`src/common/gate_pkg.sv`:
```
// Package with register map, field positions and timing constants of the gate.
package gate_pkg;
  // Timebase: reference tick and the system clock period, in ns.
  localparam int TICK_NS = 20;
  localparam int CLK_NS = 100;
  localparam int TICKS_PER_CLK = CLK_NS / TICK_NS;
  // Setting limits in ns, converted to reference ticks.
  localparam int DELAY_MAX_NS = 100_000_000;
  localparam int WIDTH_MIN_NS = 100;
  localparam int WIDTH_MAX_NS = 100_000_000;
  localparam int FINE_LIMIT_NS = 320;
  localparam int COARSE_LIMIT_NS = 1000;
  localparam int LONG_MIN_NS = 1000;
  localparam int TW = 23;
  localparam logic [TW-1:0] DELAY_MAX_T = TW'(DELAY_MAX_NS / TICK_NS);
  localparam logic [TW-1:0] WIDTH_MIN_T = TW'(WIDTH_MIN_NS / TICK_NS);
  localparam logic [TW-1:0] WIDTH_MAX_T = TW'(WIDTH_MAX_NS / TICK_NS);
  localparam logic [TW-1:0] FINE_T = TW'(FINE_LIMIT_NS / TICK_NS);
  localparam logic [TW-1:0] COARSE_T = TW'(COARSE_LIMIT_NS / TICK_NS);
  localparam logic [TW-1:0] LONG_MIN_T = TW'(LONG_MIN_NS / TICK_NS);
  localparam logic [TW-1:0] STEP_T = TW'(TICKS_PER_CLK);
  // Register byte addresses.
  localparam int AW = 8;
  localparam logic [AW-1:0] ADDR_CTRL = 8'h00;
  localparam logic [AW-1:0] ADDR_DELAY = 8'h04;
  localparam logic [AW-1:0] ADDR_WIDTH = 8'h08;
  localparam logic [AW-1:0] ADDR_STATUS = 8'h0c;
  localparam logic [AW-1:0] ADDR_PERIOD = 8'h10;
  // Control register fields.
  localparam int CTRL_ENABLE = 0;
  localparam int CTRL_SRC_LO = 1;
  localparam int CTRL_SLOPE = 3;
  localparam int CTRL_WIDTH_CLOSE = 4;
  localparam int CTRL_NARROW = 5;
  localparam int CTRL_GE_1GHZ = 6;
  // Status register fields.
  localparam int STAT_GATE = 0;
  localparam int STAT_DELAYING = 1;
  localparam int STAT_COUNT_LO = 16;
  localparam int CW = 16;
  // Trigger source codes.
  localparam logic [1:0] SRC_INT = 2'h0;
  localparam logic [1:0] SRC_EXT = 2'h1;
  localparam logic [1:0] SRC_LINE = 2'h2;
  // Reset values.
  localparam logic [6:0] CTRL_RESET = 7'h10;
  localparam logic [TW-1:0] DELAY_RESET = 23'h000000;
  localparam logic [TW-1:0] WIDTH_RESET = 23'h000032;
  // Gate sequencer states.
  typedef enum logic [2:0] {
    ST_IDLE = 3'b001,
    ST_DELAY = 3'b010,
    ST_GATE = 3'b100
  } gate_st_e;
endpackage : gate_pkg

```
`src/hdl/gate_ctrl.sv`:
```
// Triggered measurement gate with delay, width and close mode, APB registers.
module gate_ctrl
  import gate_pkg::*;
#(
  parameter int INT_PERIOD_DEF = 10000,
  parameter int PW = 24
) (
  input wire logic pclk,
  input wire logic presetn,
  input wire logic clk_en,
  input wire logic psel,
  input wire logic penable,
  input wire logic pwrite,
  input wire logic [AW-1:0] paddr,
  input wire logic [31:0] pwdata,
  output logic [31:0] prdata,
  output logic pready,
  output logic pslverr,
  input wire logic ext_trig,
  input wire logic line_trig,
  input wire logic burst_on,
  output logic gate_open,
  output logic delay_active
);

  // Parameters the logic cannot serve are refused at elaboration.
  // The period counter must fit PW bits and the clock must span a tick.
  if (PW < 2 || PW > 31 || INT_PERIOD_DEF < 1 ||
      INT_PERIOD_DEF >= (1 << PW) || TICKS_PER_CLK < 1) begin : g_bad
    $error("gate_ctrl: unsupported parameter values");
  end

  localparam logic [PW-1:0] PERIOD_RESET = PW'(INT_PERIOD_DEF);

  // Register map, one aligned 32-bit word for each register:
  //   Control: enable, trigger source, slope, close mode, burst flags.
  //   Delay: trigger delay in 20 ns ticks, stored after quantising.
  //   Width: gate width in 20 ns ticks, stored after quantising.
  //   Status: gate and delay levels, count of completed gates.
  //   Period: internal trigger period in clock cycles.
  // An unmapped address answers with an error and reads as zero, and a
  // write to it changes nothing. The status word is read-only.
  // Reset leaves the gate disabled on the internal source, rising slope,
  // width close, no delay and a width of one microsecond.
  //
  // Bus timing: the answer comes one cycle after the setup edge, so every transfer
  // with clk_en high completes without a wait state. Read data is captured at the
  // setup edge and stands until the next setup.
  //
  // Gate timing: the counters step once per clock, which is five ticks of
  // the 20 ns reference, so delay and width round up to whole clocks.
  // A delay of zero opens the gate at the same edge that sees the trigger.
  // Triggers that arrive while a delay or gate runs are dropped silently.
  // The close mode and the burst level are read live on every cycle, so a
  // change of mode during a gate takes effect at once.
  // Edge detection compares the pin with its level one cycle earlier, so
  // a trigger pulse must last at least one clock to be seen.
  // The count of completed gates wraps silently when it overflows.

  typedef struct packed {
    // Sequencer, its tick counter and the internal trigger counter.
    gate_st_e st;
    logic [TW-1:0] remain;
    logic [PW-1:0] int_cnt;
    // Trigger history for edge detection.
    logic prev_ext;
    logic prev_line;
    // Control register fields.
    logic enable;
    logic [1:0] src;
    logic slope_fall;
    logic width_close;
    logic narrow;
    logic ge_1ghz;
    // Timing settings in ticks, and the internal trigger period.
    logic [TW-1:0] delay;
    logic [TW-1:0] width;
    logic [PW-1:0] period;
    // Status kept for software and for the output pins.
    logic [CW-1:0] gate_count;
    logic gate;
    logic delaying;
    // Bus answer, registered so every output comes from a flip-flop.
    logic [31:0] rdata;
    logic ready;
    logic slverr;
  } state_s;

  state_s cur;
  state_s nxt;

  // Keeps the highest set bit and the bit just below it.
  // This is the two-significant-bit rounding used above one microsecond.
  // Values below two set positions come back unchanged.
  // Rounding is always downward, so only the width minimum and the zero-period rule can make a stored setting grow.
  function automatic logic [TW-1:0] keep_two(input logic [TW-1:0] v);
    logic [TW-1:0] r;
    r = '0;
    for (int i = TW - 1; i >= 1; i--) begin
      if (v[i] && r == '0) begin
        r[i] = 1'b1;
        r[i-1] = v[i-1];
      end
    end
    if (r == '0) begin
      r = v;
    end
    return r;
  endfunction : keep_two

  // Clamps and quantises a delay setting in ticks.
  // Below 320 ns every tick is kept, up to one microsecond the step is two
  // ticks, and above that two significant bits remain.
  function automatic logic [TW-1:0] quant_delay(input logic [TW-1:0] v);
    logic [TW-1:0] c;
    c = (v > DELAY_MAX_T) ? DELAY_MAX_T : v;
    if (c < FINE_T) begin
      quant_delay = c;
    end else if (c < COARSE_T) begin
      quant_delay = {c[TW-1:1], 1'b0};
    end else begin
      quant_delay = keep_two(c);
    end
  endfunction : quant_delay

  // Clamps and quantises a gate width setting in ticks.
  // The width is first held between its limits, then rounded, so the
  // smallest stored width is 100 ns.
  function automatic logic [TW-1:0] quant_width(input logic [TW-1:0] v);
    logic [TW-1:0] c;
    c = (v < WIDTH_MIN_T) ? WIDTH_MIN_T : v;
    c = (c > WIDTH_MAX_T) ? WIDTH_MAX_T : c;
    if (c < COARSE_T) begin
      quant_width = c;
    end else begin
      quant_width = keep_two(c);
    end
  endfunction : quant_width

  // Reports whether a tick count runs out within one clock period.
  // A counter is never decremented past zero: the last step may be short,
  // which rounds the interval up to whole clocks.
  function automatic logic expires(input logic [TW-1:0] t);
    return t <= STEP_T;
  endfunction : expires

  // Decoded trigger, burst and bus conditions of the present cycle.
  logic trig_hit;
  logic ext_edge;
  logic line_edge;
  logic int_tick;
  logic short_ok;
  logic [TW-1:0] eff_width;
  logic setup;
  logic wr_take;

  // Edge detection on the selected trigger inputs and the internal tick.
  always_comb begin
    ext_edge = cur.slope_fall ? (cur.prev_ext && !ext_trig)
                              : (!cur.prev_ext && ext_trig);
    line_edge = cur.slope_fall ? (cur.prev_line && !line_trig)
                               : (!cur.prev_line && line_trig);
    // The internal trigger fires as the period counter wraps to zero.
    int_tick = (cur.int_cnt == '0);
    // Only the selected source may start a gate; code 3 is never stored.
    unique case (cur.src)
      SRC_INT: trig_hit = int_tick;
      SRC_EXT: trig_hit = ext_edge;
      SRC_LINE: trig_hit = line_edge;
      default: trig_hit = 1'b0;
    endcase
    // Narrow burst needs the carrier flag as well, else the wide minimum
    // width of one microsecond applies.
    short_ok = cur.narrow && cur.ge_1ghz;
    eff_width = (!short_ok && cur.width < LONG_MIN_T) ? LONG_MIN_T
                                                       : cur.width;
    // Bus phases as the slave sees them.
    setup = psel && !penable;
    wr_take = psel && penable && cur.ready && pwrite;
  end

  // Next-state logic for sequencer, trigger history and register file.
  always_comb begin
    nxt = cur;
    // Trigger history is sampled on every enabled cycle.
    nxt.prev_ext = ext_trig;
    nxt.prev_line = line_trig;
    // The internal period counter runs free whether or not enabled.
    nxt.int_cnt = (cur.int_cnt == '0) ? cur.period - PW'(1)
                                      : cur.int_cnt - PW'(1);
    unique case (cur.st)
      // Idle: accept a qualifying trigger when the gate is enabled.
      ST_IDLE: begin
        if (cur.enable && trig_hit) begin
          if (cur.delay == '0) begin
            nxt.st = ST_GATE;
            nxt.remain = eff_width;
          end else begin
            nxt.st = ST_DELAY;
            nxt.remain = cur.delay;
          end
        end
      end
      // Delay: count down, then load the width and open the gate.
      ST_DELAY: begin
        if (expires(cur.remain)) begin
          nxt.st = ST_GATE;
          nxt.remain = eff_width;
        end else begin
          nxt.remain = cur.remain - STEP_T;
        end
      end
      // Gate: close on width or on burst end, as the close mode says.
      ST_GATE: begin
        if (cur.width_close) begin
          if (expires(cur.remain)) begin
            nxt.st = ST_IDLE;
            nxt.gate_count = cur.gate_count + CW'(1);
          end else begin
            nxt.remain = cur.remain - STEP_T;
          end
        end else if (!burst_on) begin
          nxt.st = ST_IDLE;
          nxt.gate_count = cur.gate_count + CW'(1);
        end
      end
      // An illegal state code falls back to idle.
      default: nxt.st = ST_IDLE;
    endcase
    // Status levels follow the next state, so outputs stay registered.
    nxt.gate = (nxt.st == ST_GATE);
    nxt.delaying = (nxt.st == ST_DELAY);

    // APB: ready comes one cycle after setup, so no transfer has a wait state while clk_en stays high.
    // Read data is chosen at the setup edge and held until the next one.
    nxt.ready = setup;
    nxt.slverr = 1'b0;
    if (setup) begin
      // Unused bits of a word read as zero.
      nxt.rdata = '0;
      unique case (paddr)
        ADDR_CTRL: begin
          nxt.rdata[CTRL_ENABLE] = cur.enable;
          nxt.rdata[CTRL_SRC_LO +: 2] = cur.src;
          nxt.rdata[CTRL_SLOPE] = cur.slope_fall;
          nxt.rdata[CTRL_WIDTH_CLOSE] = cur.width_close;
          nxt.rdata[CTRL_NARROW] = cur.narrow;
          nxt.rdata[CTRL_GE_1GHZ] = cur.ge_1ghz;
        end
        ADDR_DELAY: nxt.rdata[TW-1:0] = cur.delay;
        ADDR_WIDTH: nxt.rdata[TW-1:0] = cur.width;
        ADDR_STATUS: begin
          nxt.rdata[STAT_GATE] = cur.gate;
          nxt.rdata[STAT_DELAYING] = cur.delaying;
          nxt.rdata[STAT_COUNT_LO +: CW] = cur.gate_count;
        end
        ADDR_PERIOD: nxt.rdata[PW-1:0] = cur.period;
        default: nxt.slverr = 1'b1;
      endcase
    end

    // Register writes take effect at the completing access edge.
    if (wr_take) begin
      unique case (paddr)
        ADDR_CTRL: begin
          nxt.enable = pwdata[CTRL_ENABLE];
          // The unused source code selects the internal trigger.
          if (pwdata[CTRL_SRC_LO +: 2] == 2'h3) begin
            nxt.src = SRC_INT;
          end else begin
            nxt.src = pwdata[CTRL_SRC_LO +: 2];
          end
          nxt.slope_fall = pwdata[CTRL_SLOPE];
          nxt.width_close = pwdata[CTRL_WIDTH_CLOSE];
          nxt.narrow = pwdata[CTRL_NARROW];
          nxt.ge_1ghz = pwdata[CTRL_GE_1GHZ];
        end
        ADDR_DELAY: nxt.delay = quant_delay(pwdata[TW-1:0]);
        ADDR_WIDTH: nxt.width = quant_width(pwdata[TW-1:0]);
        ADDR_PERIOD: begin
          // A zero period would stall the internal trigger; it becomes one.
          nxt.period = (pwdata[PW-1:0] == '0) ? PW'(1) : pwdata[PW-1:0];
        end
        default: nxt.enable = cur.enable;
      endcase
    end
  end

  // State register; the clock enable freezes everything while low.
  // The bus answer freezes too, so a master must wait out a low enable.
  always_ff @(posedge pclk or negedge presetn) begin
    if (!presetn) begin
      cur <= '{
        st: ST_IDLE,
        remain: '0,
        int_cnt: '0,
        prev_ext: 1'b0,
        prev_line: 1'b0,
        enable: CTRL_RESET[CTRL_ENABLE],
        src: CTRL_RESET[CTRL_SRC_LO +: 2],
        slope_fall: CTRL_RESET[CTRL_SLOPE],
        width_close: CTRL_RESET[CTRL_WIDTH_CLOSE],
        narrow: CTRL_RESET[CTRL_NARROW],
        ge_1ghz: CTRL_RESET[CTRL_GE_1GHZ],
        delay: DELAY_RESET,
        width: WIDTH_RESET,
        period: PERIOD_RESET,
        gate_count: '0,
        gate: 1'b0,
        delaying: 1'b0,
        rdata: '0,
        ready: 1'b0,
        slverr: 1'b0
      };
    end else if (clk_en) begin
      cur <= nxt;
    end
  end

  // Outputs straight from the state register.
  // No output passes through logic, so none can glitch.
  assign prdata = cur.rdata;
  assign pready = cur.ready;
  assign pslverr = cur.slverr;
  assign gate_open = cur.gate;
  assign delay_active = cur.delaying;

endmodule : gate_ctrl

```
`config.mk`:
```
export PLATFORM = sky130hd
export DESIGN_NAME = gate_ctrl
export DESIGN_NICKNAME = d
export VERILOG_FILES = /design/src/common/gate_pkg.sv /design/src/hdl/gate_ctrl.sv
export SDC_FILE = /design/constraint.sdc
export NUM_CORES = 1
export LEC_CHECK = 0
export BUFFER_PORTS_ARGS = -buffer_cell sky130_fd_sc_hd__buf_2
export CAP_MARGIN = 20
export CORE_MARGIN = 2
export CORE_UTILIZATION = 42
export CTS_BUF_LIST = sky130_fd_sc_hd__clkbuf_16
export CTS_CLUSTER_DIAMETER = 30
export CTS_CLUSTER_SIZE = 8
export DETAILED_ROUTE_END_ITERATION = 7
export PLACE_DENSITY = 0.62
export REMOVE_ABC_BUFFERS = 1
export SYNTH_ARGS = -nofsm -noshare
export SYNTH_HDL_FRONTEND = slang
export SYNTH_SLANG_ARGS = --single-unit
```
`constraint.sdc`:
```
create_clock -name pclk -period 4.72 [get_ports pclk]
set_clock_uncertainty 0.2 [all_clocks]
set_input_delay 0.944 -clock pclk [delete_from_list [all_inputs] [get_ports pclk]]
set_output_delay 0.944 -clock pclk [all_outputs]
set_load 0.1 [all_outputs]
```
==> summary.txt, run 1 <==
Total Nets Final: 1,202
post-synthesis cell type count: 74
nature of the critical path startpoint: flip-flop
Worst Hold Class: flip-flop to flip-flop
core area: 23,600 um^2
Post-CTS Setup Inserts: 0
worst path required time: 4840 ps
Pre-antenna DRT Iters: 6
Pleak: 4.75 nW
complex-gate fraction of the synthesized area: 0.193
Worst Hold Endpoint: prdata[14]
vias after detailed routing: 9,007
Final Cycle Share: 0.829
max-slew violation count: 0
IO Count: 85
share of cells above drive strength 1: 0.170
total number of yosys warnings: 0
Initial Util: 0.430
Hold Slack: 275 ps
RSZ-0062 raised after global routing: no
commonest non-fill, non-tap cell in the layout: nand2_1
Synth Register Bits: 181
# clock sinks: 181
crit path capture type: flip-flop
fmax: 255 MHz
initial antenna violation count: 0
Rel. slew slack: 0.294
hold_buf cts: 0
drt wl/cell: 21.0 um
Hold Crit Depth: 2
DR vias/cell: 6.08
cell depth of the worst setup path: 11
worst-path maximum fanout: 7
GRT overflow: 0
crit-path cells: or4_1 -> or4_1 -> nor2_2 -> a21oi_1 -> ha_1 -> or3b_2 -> or4_1 -> a21oi_1 -> nand3_1 -> nor4b_1 -> o31ai_1
Die X: 159 um
PwrDens: 331 nW/um^2
largest delay contributor family on the critical path: simple AND/OR/NAND/NOR gates
Bufs and invs on worst path: 0
largest net degree at the start of global routing: 120
first-pass GRT wire length: 49.1 mm
R2R setup slack: 810 ps
adder-cell share of the synthesized area: 0.00493
Arr. time, crit path: 4030 ps
Tot Pwr: 3.70 mW
Mapped Area: 10,100 um^2
Post-Synth Simple-Gate Area: 0.219
Worst-path clk slew: 70 ps
worst ir drop on vdd: 0.197 mV
XOR/XNOR share of the synthesized area: 0.0268
clk_lat worst skew: 440 ps
most used cell, CP: or4_1
Clock Tree Buf Depth: 2
EDFF count, synth: 0
Critical Path Max Stage Delay: 520 ps
post-synthesis sequential area ratio: 0.448
status: complete, no violations
final setup fails: 0
largest family of logic cells by synthesized area: simple AND/OR/NAND/NOR gates
mux cell area share after synthesis: 0.0513
routability congestion estimate from global placement: 0.921
PortBufs: 76
GRT Total Usage: 0.247
H-tree depth: 4
Max Cap Violations: 0
worst r2r dst: cur[143]
ys flop type: dfrtp_1
residual DRC count: 0
Rows: 56
CTS root buffer: clkbuf_16
worst slew pin tran: 1050 ps
CP max-delay cell: or4_1
crit path kind: flip-flop to flip-flop
Worst Min Path Start: prdata[14]
syn avg cell area: 8.98 um^2
CTS tree: done
Starting DRT DRC Count: 813
commonest cells after routing, fill and taps aside: nand2_1 (175), dfrtp_1 (171), o21ai_0 (97)
die height: 159 um
Resized Gates After CTS: 0
minimum clock period: 3910 ps
vias in the first global route: 8,341
cells after synthesis: 1,130
worst r2r src: cur[138]
total CTS buffers: 17
reg2reg path depth: 11
Fin. Hold Viols: 0
area grow syn2layout: 9.94%
asr flop ratio synth: 1.00
detailed placement HPWL: 22.0 mm
DRT antenna net count: 0
die area: 25,400 um^2
final wirelength: 31.1 mm
setup TNS: 0 ps
worst max path at each step:
stage	slack [ps]	endpoint	from
global route	570	cur[143]	cur[138]
CTS	880	cur[153]	cur[138]
floorplan	520	cur[84]	paddr[0]
finish	810	cur[143]	cur[138]
global placement	960	cur[153]	cur[138]
detailed placement	880	cur[153]	cur[138]
layer usage:
layer  vias to the layer above  part of all wire  GRT usage
met3                        44             0.073     0.0401
li1                       4175                 -          -
met2                       376              0.44      0.370
met4                         0             0.021     0.0773
met1                      4412              0.47      0.365
met5                         -                 0          0
Yosys cell counts, types with 5 or more instances:
cell	n	area (um^2)
nand3b_1	5	37.5
o32ai_1	5	43.8
nor4_1	25	156
a222oi_1	21	210
nor3_1	25	125
xnor2_1	19	166
or3_1	11	68.8
mux2_2	40	450
nand3_1	28	140
and2_1	5	31.3
o21ai_1	5	25.0
a31oi_1	22	138
nand2b_1	12	75.1
clkbuf_1	49	184
dfrtp_1	171	4280
o21a_1	5	37.5
a22oi_1	10	75.1
nor2_1	86	323
a221oi_1	12	105
or4_1	21	158
nand4_1	13	81.3
a211oi_1	9	67.6
xor2_1	12	105
nand2_1	175	657
buf_2	12	60.1
o211ai_1	5	37.5
a21oi_1	45	225
o21ai_0	98	490
and3_1	14	87.6
inv_1	25	93.8
a22o_1	9	78.8
dfstp_2	10	263
or2_2	9	56.3
o31ai_1	8	60.1
mux2i_1	7	70.1
buf_4	32	240
metrics by stage:
step	area [um^2]	util	setup slack, ps	std cells
after floorplan	9660	-	523	1036
after global placement	10600	0.449	959	1449
after detailed placement	10600	0.449	880	1449
after CTS	11200	0.472	879	1481
after global routing	11200	0.472	569	1481
final	11200	0.472	806	1482
logic make-up (layout without fill, tap and decap cells):
kind of cell,count (synthesis),after routing
AOI/OAI and AO/OA,295,295
other,0,1
xor gates and xnor gates,31,31
DFF,181,181
adders and majority gates,4,4
muxes,47,47
buffers and inverters,119,151
and+or+nand+nor,453,453
report_power, final:
part / switching, mW / internal (mW)
logic: 0.388 / 0.195
clock network: 0.636 / 0.720
registers: 0.118 / 1.64
tightest hold or removal path: cells and delay by family, from the launching register on:
family / cells / cell delay, ps
compound gates: 1 / 60
simple gates: 1 / 50
flops: 1 / 340
area by class of cell:
type,instances,area (um^2)
fill,2315,12500
multi-input combinational,830,5040
sequential,181,4540
timing repair buffer,94,537
clock buffer,17,425
tap,319,399
clock inverter,15,116
inverter,25,93.8
antenna,1,2.50
sequential cells by signal (all words and copies together) (netlist names):
| name | count |
|---|---|
| cur | 145 |
| prdata | 32 |
| delay_active | 1 |
| gate_open | 1 |
| pready | 1 |
| pslverr | 1 |
(Power assumes the default switching activity.)
==> run 2, diff against run 1 <==
- ABC_AREA: default -> 1
- PLACE_DENSITY: 0.62 -> 0.65
- clock period: 4.72 -> 3.14 ns (I/O delays scaled with it)
==> summary.txt, run 2 <==
Fillers: 2,398
core area: 24,300 um^2
crit path kind: flip-flop to flip-flop
setup TNS: 0 ps
most frequent cells after synthesis: nand2_1 (274), inv_1 (202), o21ai_0 (173)
hold_buf cts: 0
DRT antenna net count: 0
setup ws final: 235 ps
combinational share of power: 0.241
H-tree depth: 4
ANT cells: 0
IO Count: 85
Clock Tree Buf Depth: 2
first-pass GRT wire length: 49.4 mm
Sw Ratio: 0.340
Sequential Power Share: 0.404
residual DRC count: 0
final setup fails: 0
Yosys top cell area share: 0.411
CTS root buffer: clkbuf_16
Initial Util: 0.428
Pleak: 5.62 nW
area grow syn2layout: 12.6%
Synth Register Bits: 181
post-synthesis cell type count: 52
GRT overflow: 0
initial antenna violation count: 0
# clock sinks: 181
Fin. Hold Viols: 0
routability congestion estimate from global placement: 0.942
cells after synthesis: 1,384
fmax: 344 MHz
PortBufs: 76
Worst-path clk slew: 70 ps
post-synthesis sequential area ratio: 0.436
PwrDens: 569 nW/um^2
vias in the first global route: 9,126
die height: 161 um
Resized Gates After CTS: 0
Total Nets Final: 1,491
max-slew violation count: 0
Final Non-Filler Cells: 1,775
largest net degree at the start of global routing: 72
vias after detailed routing: 9,579
P_sw: 2.27 mW
minimum clock period: 2910 ps
CTS tree: done
total number of yosys warnings: 0
Critical Path Max Stage Delay: 400 ps
worst-path maximum fanout: 19
commonest cells after routing, fill and taps aside: nand2_1 (274), inv_1 (202), o21ai_0 (173)
crit path capture type: flip-flop
CP max-delay cell: dfrtp_1
clk_lat worst skew: 440 ps
ys flop type: dfrtp_1
Starting DRT DRC Count: 1,010
detailed placement HPWL: 22.8 mm
Most flops, register: cur
total CTS buffers: 17
dpl cells: 1,743
largest cells by area after synthesis: dfrtp_1 (41%), nand2_1 (9.9%), o21ai_0 (8.3%), inv_1 (7.3%), nor2_1 (5.3%)
Largest register FFs: 145
nature of the critical path startpoint: flip-flop
Max Cap Violations: 0
GRT Total Usage: 0.242
share of cells above drive strength 1: 0.132
Clk pwr share: 0.355
syn avg cell area: 7.53 um^2
Rel. slew slack: 0.568
Worst Hold Class: input pin to asynchronous set/reset pin
Arr. time, crit path: 3020 ps
RSZ-0062 raised after global routing: no
most common cell in the netlist: nand2_1
Internal: 4.41 mW
worst path required time: 3250 ps
worst ir drop on vdd: 0.289 mV
Pre-antenna DRT Iters: 6
EDFF count, synth: 0
commonest non-fill, non-tap cell in the layout: nand2_1
crit-path cells: nor2_1 -> nand3_1 -> nor2_1 -> nand3_1 -> buf_6 -> o21ai_0 -> nor2_1 -> nand2_1 -> nor2_1 -> nand3_1 -> inv_1 -> or2_0 -> nand3_1 -> o21ai_1
Die X: 161 um
DR vias/cell: 5.40
Final Cycle Share: 0.925
Rows: 57
status: complete, no violations
drt wl/cell: 17.1 um
worst slew pin tran: 646 ps
Post-CTS Setup Inserts: 0
largest area contributor in the netlist: dfrtp_1
final wirelength: 30.3 mm
Tot Pwr: 6.68 mW
die area: 26,100 um^2
DP Worst Slack: 135 ps
asr flop ratio synth: 1.00
Mapped Area: 10,400 um^2
[run 2: changes by cell type after synthesis, sizes merged, moves of 18 or more]
cell	previous run	this run
inv	25	205
mux2	40	0
o21ai	103	180
xor2	12	36
nor4	29	11
or4	23	0
o22ai	3	27
a222oi	21	0
nor2	88	163
nand3	28	65
nand2	175	279
[run 2: cell type report]
class                   count  area, um^2  share of cell area
clock buffers              17         425              0.0363
flip-flops and latches    181        4540               0.387
inverters                 207         779              0.0665
well taps                 324         405              0.0346
clock inverters            15         216              0.0185
multi-input cells         922        4700               0.400
repair buffers            109         666              0.0567
[run 2: worst paths after layout]
check	cells past startpoint	start	slack, ps	end
max	14	cur[152]	230	cur[145]
min	1	presetn	2	cur[75]
max reg2reg	14	cur[152]	230	cur[145]
min reg2reg	1	cur[41]	280	cur[41]
max in group asynchronous	2	presetn	2000	cur[178]
min in group pclk	3	line_trig	220	cur[129]
[run 2: layer usage]
layer | vias to the layer above | wire (um) | track usage
met5 | - | 0 | 0
met4 | 0 | 678 | 0.0662
met3 | 49 | 2370 | 0.0437
met2 | 390 | 13500 | 0.368
met1 | 4540 | 13800 | 0.353
li1 | 4600 | - | -
[run 2: worst max-delay path, delay by kind of cell (launching register included)]
kind / cells / cell delay (ps)
AND/OR/NAND/NOR: 10 / 1370
buffers and inverters: 2 / 350
AO/OA/AOI/OAI: 2 / 460
flip-flops: 1 / 400
[run 2: kinds of logic (layout without fill, tap and decap cells)]
| family | Yosys count | in the layout | synth area share |
|---|---|---|---|
| xor+xnor | 42 | 42 | 0.0353 |
| simple gates | 585 | 585 | 0.252 |
| buf+inv | 281 | 348 | 0.114 |
| flops | 181 | 181 | 0.436 |
| fa+ha+maj | 4 | 4 | 0.00480 |
| compound gates | 291 | 291 | 0.157 |
[run 2: power groups by stage]
stage                     combinational (mW)  clock, mW  sequential (mW)
after floorplan                         1.07          0             2.81
after global placement                  1.56          0             2.73
after detailed placement                1.59          0             2.74
after CTS                               1.60       2.40             2.69
after global routing                    1.83       2.51             2.73
final                                   1.61       2.37             2.69
[run 2: stage by stage]
step           cell area, um^2   util  hold slack [ps]
3_5_place_dp             11100  0.456              265
6_report                 11700  0.482             2.38
3_3_place_gp             11100  0.456              259
4_1_cts                  11700  0.482             33.0
2_1_floorplan            10000      -              132
5_1_grt                  11700  0.482             42.2
